[src/verilog/rfr_pkg.sv]
// Purpose: constants and carriers for the reader front end register map
// Assumes: 5-bit register address space, byte-wide registers
// Notes:   host word is cmd/read/continuous flags over a 5-bit field
package rfr_pkg;

	localparam logic [4:0] ADR_CSC   = 5'h00;
	localparam logic [4:0] ADR_PSEL  = 5'h01;
	localparam logic [4:0] ADR_TYB   = 5'h02;
	localparam logic [4:0] ADR_TYA   = 5'h03;
	localparam logic [4:0] ADR_TXH   = 5'h04;
	localparam logic [4:0] ADR_TXL   = 5'h05;
	localparam logic [4:0] ADR_PULSE = 5'h06;
	localparam logic [4:0] ADR_NORSP = 5'h07;
	localparam logic [4:0] ADR_RXW   = 5'h08;
	localparam logic [4:0] ADR_MOD   = 5'h09;
	localparam logic [4:0] ADR_RXSP  = 5'h0a;
	localparam logic [4:0] ADR_REGIO = 5'h0b;
	localparam logic [4:0] ADR_IRQ   = 5'h0c;
	localparam logic [4:0] ADR_CMASK = 5'h0d;
	localparam logic [4:0] ADR_COLL  = 5'h0e;
	localparam logic [4:0] ADR_LEVEL = 5'h0f;
	localparam logic [4:0] ADR_TSTA  = 5'h1a;
	localparam logic [4:0] ADR_TSTB  = 5'h1b;
	localparam logic [4:0] ADR_QSTAT = 5'h1c;
	localparam logic [4:0] ADR_LEN1  = 5'h1d;
	localparam logic [4:0] ADR_LEN2  = 5'h1e;
	localparam logic [4:0] ADR_QDATA = 5'h1f;

	localparam logic [7:0] CSC_RST   = 8'h01;
	localparam logic [7:0] PSEL_RST  = 8'h02;
	localparam logic [7:0] OTHER_RST = 8'h00;

	// command code that clears collision position and queue state
	localparam logic [4:0] CMD_RESET = 5'h0f;

	localparam int STARTUP_US  = 100;
	localparam int CLK_MHZ     = 125;
	localparam int STARTUP_CYC = STARTUP_US * CLK_MHZ;

	typedef struct packed {
		logic standby;
		logic direct_mode;
		logic carrier_output_enable;
		logic output_strength_halve;
		logic aux_input_select;
		logic agc_enable;
		logic receiver_force_on;
		logic supply_5v_select;
	} rfr_chip_state_s;

	typedef struct packed {
		logic       is_cmd;
		logic       is_read;
		logic       continuous;
		logic [4:0] field;
	} rfr_host_word_s;

	typedef enum {
		RFR_WAIT_ADDR,
		RFR_DATA,
		RFR_DONE
	} rfr_phase_e;

endpackage

[src/verilog/rfr_reg_map.sv]
// Purpose: host-visible control and status register bank
// Assumes: host pins asynchronous to clk; core status inputs on clk
// Notes:   one word per rising host_strobe while host_sel is high
`timescale 1ns/1ps
module rfr_reg_map #(
	parameter int STARTUP_CYCLES = rfr_pkg::STARTUP_CYC
) (
	input  wire logic                   clk,
	input  wire logic                   rstn,
	input  wire logic                   chip_enable,
	input  wire logic                   host_sel,
	input  wire logic                   host_strobe,
	input  wire logic [7:0]             host_data,
	input  wire logic [7:0]             irq_flags,
	input  wire logic [7:0]             collision_pos,
	input  wire logic                   collision_load,
	input  wire logic [7:0]             strength_osc,
	input  wire logic [7:0]             queue_state,
	input  wire logic                   queue_state_load,
	output logic [7:0]                  host_rdata,
	output rfr_pkg::rfr_chip_state_s    chip_state,
	output logic                        receiver_enable,
	output logic                        full_operation,
	output logic [7:0]                  protocol_select,
	output logic [15:0]                 tx_timer,
	output logic [7:0]                  tx_pulse_length,
	output logic [7:0]                  mod_clock_control,
	output logic [7:0]                  rx_special,
	output logic [7:0]                  regulator_io,
	output logic                        reset_cmd
);

	logic [7:0]              regs_ff [0:31];
	logic                    en_s1_ff, en_s2_ff;
	logic                    sel_s1_ff, sel_s2_ff;
	logic                    stb_s1_ff, stb_s2_ff, stb_s3_ff;
	logic [7:0]              dat_s1_ff, dat_s2_ff;
	logic [7:0]              coll_ff, qstat_ff;
	logic [7:0]              rdata_ff;
	logic                    rx_en_ff, full_op_ff, rst_cmd_ff;
	logic                    stby_d_ff;
	logic [31:0]             start_cnt_ff;
	logic                    counting_ff;
	logic [4:0]              addr_ff;
	logic                    read_ff, cont_ff;
	rfr_pkg::rfr_phase_e     phase_ff;
	rfr_pkg::rfr_host_word_s word;
	logic                    take;
	logic                    take_wr;
	logic [4:0]              nxt_addr;

	function automatic logic is_ro(input logic [4:0] a);
		is_ro = (a == rfr_pkg::ADR_IRQ) || (a == rfr_pkg::ADR_COLL) ||
			(a == rfr_pkg::ADR_LEVEL) || (a == rfr_pkg::ADR_QSTAT);
	endfunction

	function automatic logic is_rw(input logic [4:0] a);
		is_rw = ((a <= rfr_pkg::ADR_REGIO) || (a == rfr_pkg::ADR_CMASK) ||
			(a >= rfr_pkg::ADR_TSTA)) && !is_ro(a);
	endfunction

	// irq and strength read straight from core inputs, collision and queue state from captured copies, unmapped read zero
	function automatic logic [7:0] rd_value(input logic [4:0] a);
		if (a == rfr_pkg::ADR_IRQ)
			rd_value = irq_flags;
		else if (a == rfr_pkg::ADR_COLL)
			rd_value = coll_ff;
		else if (a == rfr_pkg::ADR_LEVEL)
			rd_value = strength_osc;
		else if (a == rfr_pkg::ADR_QSTAT)
			rd_value = qstat_ff;
		else if (is_rw(a))
			rd_value = regs_ff[a];
		else
			rd_value = 8'h00;
	endfunction

	// host pins cross in via two flops each
	always_ff @(posedge clk or negedge rstn) begin
		if (!rstn) begin
			en_s1_ff  <= 1'b0;
			en_s2_ff  <= 1'b0;
			sel_s1_ff <= 1'b0;
			sel_s2_ff <= 1'b0;
			stb_s1_ff <= 1'b0;
			stb_s2_ff <= 1'b0;
			stb_s3_ff <= 1'b0;
			dat_s1_ff <= 8'h00;
			dat_s2_ff <= 8'h00;
		end else begin
			en_s1_ff  <= chip_enable;
			en_s2_ff  <= en_s1_ff;
			sel_s1_ff <= host_sel;
			sel_s2_ff <= sel_s1_ff;
			stb_s1_ff <= host_strobe;
			stb_s2_ff <= stb_s1_ff;
			stb_s3_ff <= stb_s2_ff;
			dat_s1_ff <= host_data;
			dat_s2_ff <= dat_s1_ff;
		end
	end

	assign word     = dat_s2_ff;
	assign take     = sel_s2_ff && stb_s2_ff && !stb_s3_ff;
	assign take_wr  = take && (phase_ff == rfr_pkg::RFR_DATA) && !read_ff;
	assign nxt_addr = addr_ff + 5'h01;

	// word framing: first word is address or command
	always_ff @(posedge clk or negedge rstn) begin
		if (!rstn) begin
			phase_ff <= rfr_pkg::RFR_WAIT_ADDR;
			addr_ff  <= 5'h00;
			read_ff  <= 1'b0;
			cont_ff  <= 1'b0;
		end else if (!sel_s2_ff) begin
			phase_ff <= rfr_pkg::RFR_WAIT_ADDR;
		end else if (take) begin
			case (phase_ff)
				rfr_pkg::RFR_WAIT_ADDR: begin
					// commands take no data words
					if (word.is_cmd) begin
						phase_ff <= rfr_pkg::RFR_DONE;
					end else begin
						phase_ff <= rfr_pkg::RFR_DATA;
						addr_ff  <= word.field;
						read_ff  <= word.is_read;
						cont_ff  <= word.continuous;
					end
				end
				rfr_pkg::RFR_DATA: begin
					if (cont_ff)
						addr_ff <= nxt_addr;
					else
						phase_ff <= rfr_pkg::RFR_DONE;
				end
				default: phase_ff <= phase_ff;
			endcase
		end
	end

	always_ff @(posedge clk or negedge rstn) begin
		if (!rstn)
			rst_cmd_ff <= 1'b0;
		else
			rst_cmd_ff <= take && (phase_ff == rfr_pkg::RFR_WAIT_ADDR) &&
				word.is_cmd && (word.field == rfr_pkg::CMD_RESET);
	end

	// read data leads the next strobe; continuous reads walk forward
	always_ff @(posedge clk or negedge rstn) begin
		if (!rstn)
			rdata_ff <= 8'h00;
		else if (take && (phase_ff == rfr_pkg::RFR_WAIT_ADDR) &&
			!word.is_cmd)
			rdata_ff <= rd_value(word.field);
		else if (take && (phase_ff == rfr_pkg::RFR_DATA) && cont_ff)
			rdata_ff <= rd_value(nxt_addr);
	end

	always_ff @(posedge clk or negedge rstn) begin
		if (!rstn) begin
			coll_ff  <= 8'h00;
			qstat_ff <= 8'h00;
		end else begin
			// a fresh load in the clear cycle wins, so no event is lost
			if (collision_load)
				coll_ff <= collision_pos;
			else if (rst_cmd_ff)
				coll_ff <= 8'h00;
			if (queue_state_load)
				qstat_ff <= queue_state;
			else if (rst_cmd_ff)
				qstat_ff <= 8'h00;
		end
	end

	// read-only and unmapped slots are never written
	always_ff @(posedge clk or negedge rstn) begin
		if (!rstn) begin
			for (int i = 0; i < 32; i++)
				regs_ff[i] <= rfr_pkg::OTHER_RST;
			regs_ff[rfr_pkg::ADR_CSC]  <= rfr_pkg::CSC_RST;
			regs_ff[rfr_pkg::ADR_PSEL] <= rfr_pkg::PSEL_RST;
		end else if (!en_s2_ff) begin
			regs_ff[rfr_pkg::ADR_CSC]  <= rfr_pkg::CSC_RST;
			regs_ff[rfr_pkg::ADR_PSEL] <= rfr_pkg::PSEL_RST;
		end else if (take_wr && is_rw(addr_ff)) begin
			regs_ff[addr_ff] <= dat_s2_ff;
		end
	end

	// standby exit starts the settle count
	always_ff @(posedge clk or negedge rstn) begin
		if (!rstn) begin
			stby_d_ff    <= 1'b0;
			counting_ff  <= 1'b0;
			start_cnt_ff <= 32'h0;
			full_op_ff   <= 1'b0;
		end else begin
			stby_d_ff <= chip_state.standby;
			if (chip_state.standby) begin
				counting_ff  <= 1'b0;
				full_op_ff   <= 1'b0;
			end else if (stby_d_ff || (!full_op_ff && !counting_ff)) begin
				counting_ff  <= 1'b1;
				start_cnt_ff <= 32'h0;
			end else if (counting_ff) begin
				if (start_cnt_ff == 32'(STARTUP_CYCLES - 1)) begin
					counting_ff <= 1'b0;
					full_op_ff  <= 1'b1;
				end else begin
					start_cnt_ff <= start_cnt_ff + 32'h1;
				end
			end
		end
	end

	// receiver follows carrier bit unless forced for field measurement
	always_ff @(posedge clk or negedge rstn) begin
		if (!rstn)
			rx_en_ff <= 1'b0;
		else
			rx_en_ff <= chip_state.receiver_force_on ||
				chip_state.carrier_output_enable;
	end

	// fields drive the front end directly
	assign chip_state        = regs_ff[rfr_pkg::ADR_CSC];
	assign protocol_select   = regs_ff[rfr_pkg::ADR_PSEL];
	assign tx_timer          = {regs_ff[rfr_pkg::ADR_TXH],
		regs_ff[rfr_pkg::ADR_TXL]};
	assign tx_pulse_length   = regs_ff[rfr_pkg::ADR_PULSE];
	assign mod_clock_control = regs_ff[rfr_pkg::ADR_MOD];
	assign rx_special        = regs_ff[rfr_pkg::ADR_RXSP];
	assign regulator_io      = regs_ff[rfr_pkg::ADR_REGIO];
	assign host_rdata        = rdata_ff;
	assign receiver_enable   = rx_en_ff;
	assign full_operation    = full_op_ff;
	assign reset_cmd         = rst_cmd_ff;

	csc_reset_a: assert property (@(posedge clk) disable iff (!rstn)
		!en_s2_ff |=> regs_ff[rfr_pkg::ADR_CSC] == 8'h01 &&
			regs_ff[rfr_pkg::ADR_PSEL] == 8'h02)
		else $error("chip state not preset while disabled");

	standby_drop_a: assert property (@(posedge clk) disable iff (!rstn)
		chip_state.standby |=> !full_op_ff)
		else $error("full operation shown in standby");

	startup_time_a: assert property (@(posedge clk) disable iff (!rstn)
		$rose(full_op_ff) |->
			$past(start_cnt_ff) == 32'(STARTUP_CYCLES - 1) &&
			$past(counting_ff))
		else $error("full operation before settle count");

	rx_enable_a: assert property (@(posedge clk) disable iff (!rstn)
		$rose(chip_state.carrier_output_enable) ##1
			chip_state.carrier_output_enable |-> rx_en_ff)
		else $error("receiver not enabled by carrier bit");

	timer_write_a: assert property (@(posedge clk) disable iff (!rstn)
		take_wr && en_s2_ff && addr_ff == rfr_pkg::ADR_TXL |=>
			tx_timer[7:0] == $past(dat_s2_ff))
		else $error("timer low byte not written");

	ro_ignore_a: assert property (@(posedge clk) disable iff (!rstn)
		regs_ff[rfr_pkg::ADR_IRQ] == 8'h00 &&
			regs_ff[rfr_pkg::ADR_COLL] == 8'h00 &&
			regs_ff[rfr_pkg::ADR_LEVEL] == 8'h00 &&
			regs_ff[rfr_pkg::ADR_QSTAT] == 8'h00)
		else $error("read-only slot written");

	cont_incr_a: assert property (@(posedge clk) disable iff (!rstn)
		take && sel_s2_ff && phase_ff == rfr_pkg::RFR_DATA && cont_ff |=>
			addr_ff == $past(nxt_addr) && phase_ff == rfr_pkg::RFR_DATA)
		else $error("continuous address did not advance");

	single_done_a: assert property (@(posedge clk) disable iff (!rstn)
		take && sel_s2_ff && phase_ff == rfr_pkg::RFR_DATA && !cont_ff |=>
			phase_ff == rfr_pkg::RFR_DONE)
		else $error("single access did not finish");

	level_read_a: assert property (@(posedge clk) disable iff (!rstn)
		take && phase_ff == rfr_pkg::RFR_WAIT_ADDR && !word.is_cmd &&
			word.field == rfr_pkg::ADR_LEVEL |=>
			rdata_ff == $past(strength_osc))
		else $error("strength read wrong");

	mask_read_a: assert property (@(posedge clk) disable iff (!rstn)
		take && phase_ff == rfr_pkg::RFR_WAIT_ADDR && !word.is_cmd &&
			word.field == rfr_pkg::ADR_CMASK |=>
			rdata_ff == $past(regs_ff[rfr_pkg::ADR_CMASK]))
		else $error("mask register read wrong");

	csc_write_a: assert property (@(posedge clk) disable iff (!rstn)
		take_wr && en_s2_ff && addr_ff == rfr_pkg::ADR_CSC |=>
			chip_state == $past(dat_s2_ff))
		else $error("chip state write lost");

	rx_force_a: assert property (@(posedge clk) disable iff (!rstn)
		chip_state.receiver_force_on |=> rx_en_ff)
		else $error("receiver not forced on");

	rx_off_a: assert property (@(posedge clk) disable iff (!rstn)
		!chip_state.receiver_force_on &&
			!chip_state.carrier_output_enable |=> !rx_en_ff)
		else $error("receiver on without carrier or force");

	ro_keep_a: assert property (@(posedge clk) disable iff (!rstn)
		take_wr && addr_ff == rfr_pkg::ADR_COLL && !collision_load &&
			!rst_cmd_ff |=> coll_ff == $past(coll_ff))
		else $error("collision position changed by host write");

	cmd_clear_a: assert property (@(posedge clk) disable iff (!rstn)
		rst_cmd_ff && !queue_state_load |=> qstat_ff == 8'h00)
		else $error("queue state not cleared by command");

	enable_keep_a: assert property (@(posedge clk) disable iff (!rstn)
		!en_s2_ff |=> tx_timer == $past(tx_timer))
		else $error("timer changed while disabled");

endmodule

[config.mk]
export PLATFORM = sky130hd
export DESIGN_NAME = rfr_reg_map
export DESIGN_NICKNAME = d
export VERILOG_FILES = /design/src/verilog/rfr_pkg.sv /design/src/verilog/rfr_reg_map.sv
export SDC_FILE = /design/constraint.sdc
export NUM_CORES = 1
export LEC_CHECK = 0
export BUFFER_PORTS_ARGS = -buffer_cell sky130_fd_sc_hd__buf_4
export CORE_UTILIZATION = 55
export CTS_CLUSTER_DIAMETER = 200
export DETAILED_ROUTE_END_ITERATION = 8
export PLACE_DENSITY = 0.72
export SLEW_MARGIN = 40
export SYNTH_ARGS = -nofsm -noshare
export SYNTH_HDL_FRONTEND = slang
export SYNTH_SLANG_ARGS = --single-unit
[constraint.sdc]
create_clock -name clk -period 3.45 [get_ports clk]
set_clock_uncertainty 0.2 [all_clocks]
set_input_delay 0.1725 -clock clk [delete_from_list [all_inputs] [get_ports clk]]
set_output_delay 0.1725 -clock clk [all_outputs]
set_load 0.01 [all_outputs]
==> summary.txt <==
Run status
  – Outcome: finished, violations left
  – Violated checks: design-rule violations, negative hold slack

Die
  – Starting Density: 56.3%
  – Area of the core: 30800 µm²
  – Height of the chip: 180 µm
  – Die footprint: 32300 µm²
  – Chip Width: 180 µm
  – Num ports: 122
  – Row count: 64

Final layout
  – Layout-stage area growth over the synthesis result: 16.8%
  – Count of placed standard cells in the final layout, fillers left out: 1990
  – Share of layout cells above drive strength 1: 32.1%
  – Final-stage net count: 1617

Place
  – Total instance count after detailed placement: 1844
  – Total half-perimeter wirelength after legalization and detailed placement: 33300 µm
  – Gp weighted congestion: 1.01
  – Total of buffers placed on input and output ports: 121
  – Place WS: 171 ps

GRT
  – Remaining global-route overflow: 0
  – Global route hottest layer: met2
  – Wire length of the first global-routing pass: 78300 µm
  – Maximum number of pins on one net before global-route repair: 108
  – GRT Total Usage: 31.6%
  – GRT met2 Usage: 47.0%
  – GR met3 Demand/Resource: 6.99%
  – Number of global-route vias before repair: 12695
  – Initial antenna violation count: 2
  – Met1 demand-to-capacity share in global routing: 46.5%

Clock tree
  – Clock tree from TritonCTS: built
  – Maximum clock path buffer count: 3
  – Post-CTS clock slew at the launch and capture registers of the worst setup and hold paths: 60 ps
  – Clock tree root buffer cell: clkbuf_16
  – Source-to-sink clock delay at the later pin of the worst-skew pair: 530 ps
  – Cts bufs inserted: 38
  – Clock sinks: 333
  – H-Tree Level Count: 2

Power
  – Clk network pwr share: 42.3%
  – Sum of internal, switching and leakage power: 10.5 mW
  – Seq pwr share: 39.7%
  – Part of the total power dissipated in combinational logic: 18.0%
  – Maximum VDD drop: 0.437 mV
  – Switching power: 2.99 mW
  – Power Density: 519 nW/µm²
  – Leakage power of the design: 9.26 nW
  – Internal power: 7.53 mW
  – Switching power as a share of total power: 28.4%

STA
  – Worst hold-check slack: -11.0 ps
  – Unrepaired setup endpoints after global routing: false
  – Top achievable clock speed: 0.299 GHz
  – Relative slew margins: 41.1%
  – Final-report setup violation count: 0
  – Number of failing hold endpoints at the final stage: 4
  – Measured slew at the worst slew-check pin: 883 ps
  – Smallest setup slack after layout: 105 ps
  – Number of max-slew violations in the final report: 0
  – Total negative slack: 0 ps
  – Clock period minus final worst setup slack: 3350 ps
  – Part of the cycle the worst path needs: 97.0%

Drt
  – Routed wire length: 50500 µm
  – Overall via count from detail_route: 12711
  – DR iter-0 viols: 1452
  – Final antenna-violating net count: 0
  – Count of unresolved DRC violations after routing: 12
  – Iteration count of the initial detailed-routing pass: 8
  – Vias per std cell: 6.39
  – Routed length per instance: 25.4 µm

Critical path
  – CP endpoint kind: register
  – Arrival time at the worst endpoint: 3550 ps
  – Critical path class: reg -> reg
  – Nature of the critical path startpoint: register
  – Largest fanout of any net on the critical path: 20
  – Worst Path Required: 3660 ps

Min path
  – Path type of the worst min-delay path: in -> async

Logic synthesis
  – Largest cells by area after synthesis: dfrtp_1 48%, mux4_2 11%, mux2_2 7.1%
  – Leading area contributor after synthesis: dfrtp_1
  – Synthesized instance count: 1508
  – YS warnings: 0
  – Net count of the mapped netlist: 1562
  – Most frequent cell after synthesis: dfrtp_1
  – Top_reg_cell synth: dfrtp_1
  – Sequential fraction of the synthesis area: 48.0%
  – Fraction of registers with async set or reset after synthesis: 100%
  – Summed instance area of the synthesized netlist: 17400 µm²
  – Number of different library cells in the post-synthesis netlist: 73
  – Cell types with the highest counts after synthesis: 331 x dfrtp_1, 168 x nand2_1, 121 x clkbuf_1
  – Count of state elements after synthesis: 333
  – Number of synthesized flops with an enable pin: 0
  – Fraction of synthesized cell area taken by the top area cell type: 47.7%
  – Synth Area per Inst: 11.5 µm²

Job
  – Max-cap violation count: 0
==> power groups by stage <==
stage | combinational, mW | sequential [mW] | clock (mW)
after global placement | 1.66 | 4.23 | 0
after detailed placement | 1.68 | 4.24 | 0
after floorplan | 1.07 | 4.17 | 0
final | 1.89 | 4.18 | 4.45
after global routing | 1.98 | 4.19 | 4.67
after CTS | 1.76 | 4.17 | 4.50
==> cells in the final DEF, fill, tap and decap left out, types with 6 or more instances in the layout <==
cell / n
inv_1: 17
nor2b_1: 8
a22o_1: 7
nand3_1: 34
o22ai_1: 9
nand4_1: 13
mux2_2: 109
buf_12: 6
a21oi_1: 37
buf_4: 161
and3_1: 14
a31oi_1: 9
nor2_2: 9
and2_1: 14
clkbuf_16: 39
nor4_1: 16
xor2_1: 8
mux4_2: 85
a32oi_1: 8
o31ai_1: 10
dlygate4sd3_1: 73
nor3_1: 26
bufinv_16: 8
o21ai_0: 56
mux2i_1: 25
mux2_4: 32
nand2_1: 167
ha_1: 6
dfrtp_1: 325
a22oi_1: 9
nor2_1: 68
nand2b_1: 19
a21boi_0: 16
xnor2_1: 20
==> repair_timing <==
action	CTS	global route
buffers inserted	0	1
endpoints found under the setup margin	0	26
hold endpoints to repair	264	0
hold buffers	73	0
gates resized for setup	0	14
==> worst paths after layout <==
| path | from | endpoint | slack, ps | cells after the start |
|---|---|---|---|---|
| max in group asynchronous | rstn | dat_s2_ff[5] | 2050 | 3 |
| min | rstn | start_cnt_ff[12] | -10 | 2 |
| max | addr_ff[0] | host_rdata[1] | 100 | 10 |
| min reg2reg | en_s1_ff | en_s2_ff | 150 | 0 |
| max reg2reg | addr_ff[0] | host_rdata[1] | 100 | 10 |
| min in group clk | strength_osc[0] | host_rdata[0] | 70 | 6 |
==> state kept, by name, indices dropped and copies added (netlist names), 8 cells and up <==
register / cells
coll_ff: 8
dat_s1_ff: 8
mod_clock_control: 8
dat_s2_ff: 8
regulator_io: 8
tx_pulse_length: 8
protocol_select: 8
qstat_ff: 8
rx_special: 8
tx_timer: 16
regs_ff: 176
host_rdata: 8
start_cnt_ff: 32
chip_state: 8
==> worst max-delay path, stage by stage (launching register included) <==
cell	delay [ps]
dfrtp_4	480
inv_1	120
ha_4	350
buf_12	210
mux4_2	340
nand2_1	80
a21oi_1	90
or3_1	430
a41oi_1	260
o31ai_1	90
dlygate4sd3_1	550
==> cells by family after synthesis <==
| logic type | after synthesis | synth area share [%] |
|---|---|---|
| simple gates | 427 | 12.3 |
| compound gates | 212 | 8.06 |
| buf+inv | 247 | 7.24 |
| fa+ha+maj | 7 | 0.505 |
| flops | 333 | 48.0 |
| xor+xnor | 31 | 1.56 |
| mux | 251 | 22.3 |
==> per-layer routing <==
layer  wire [µm]  up-vias
met5           0        -
met1       21400     6420
met2       22900      750
met4        1410        0
li1            -     5429
met3        4810      112
==> metrics by stage <==
step,utilization [%],cell area (µm²)
finish,65.7,20300
detailed placement,58.5,18000
global route,65.7,20300
global placement,58.5,18000
CTS,65.4,20200
floorplan,-,17400
==> final cells by class <==
cell class / instances / area (µm²)
fill: 2208 / 10600
clock inverter: 22 / 353
tap: 396 / 495
antenna: 1 / 2.50
clock buffer: 48 / 1040
sequential: 333 / 8350
timing repair buffer: 244 / 2140
inverter: 18 / 67.6
multi-input combinational: 928 / 7820
Note: power is estimated with default switching activity, not from simulation.
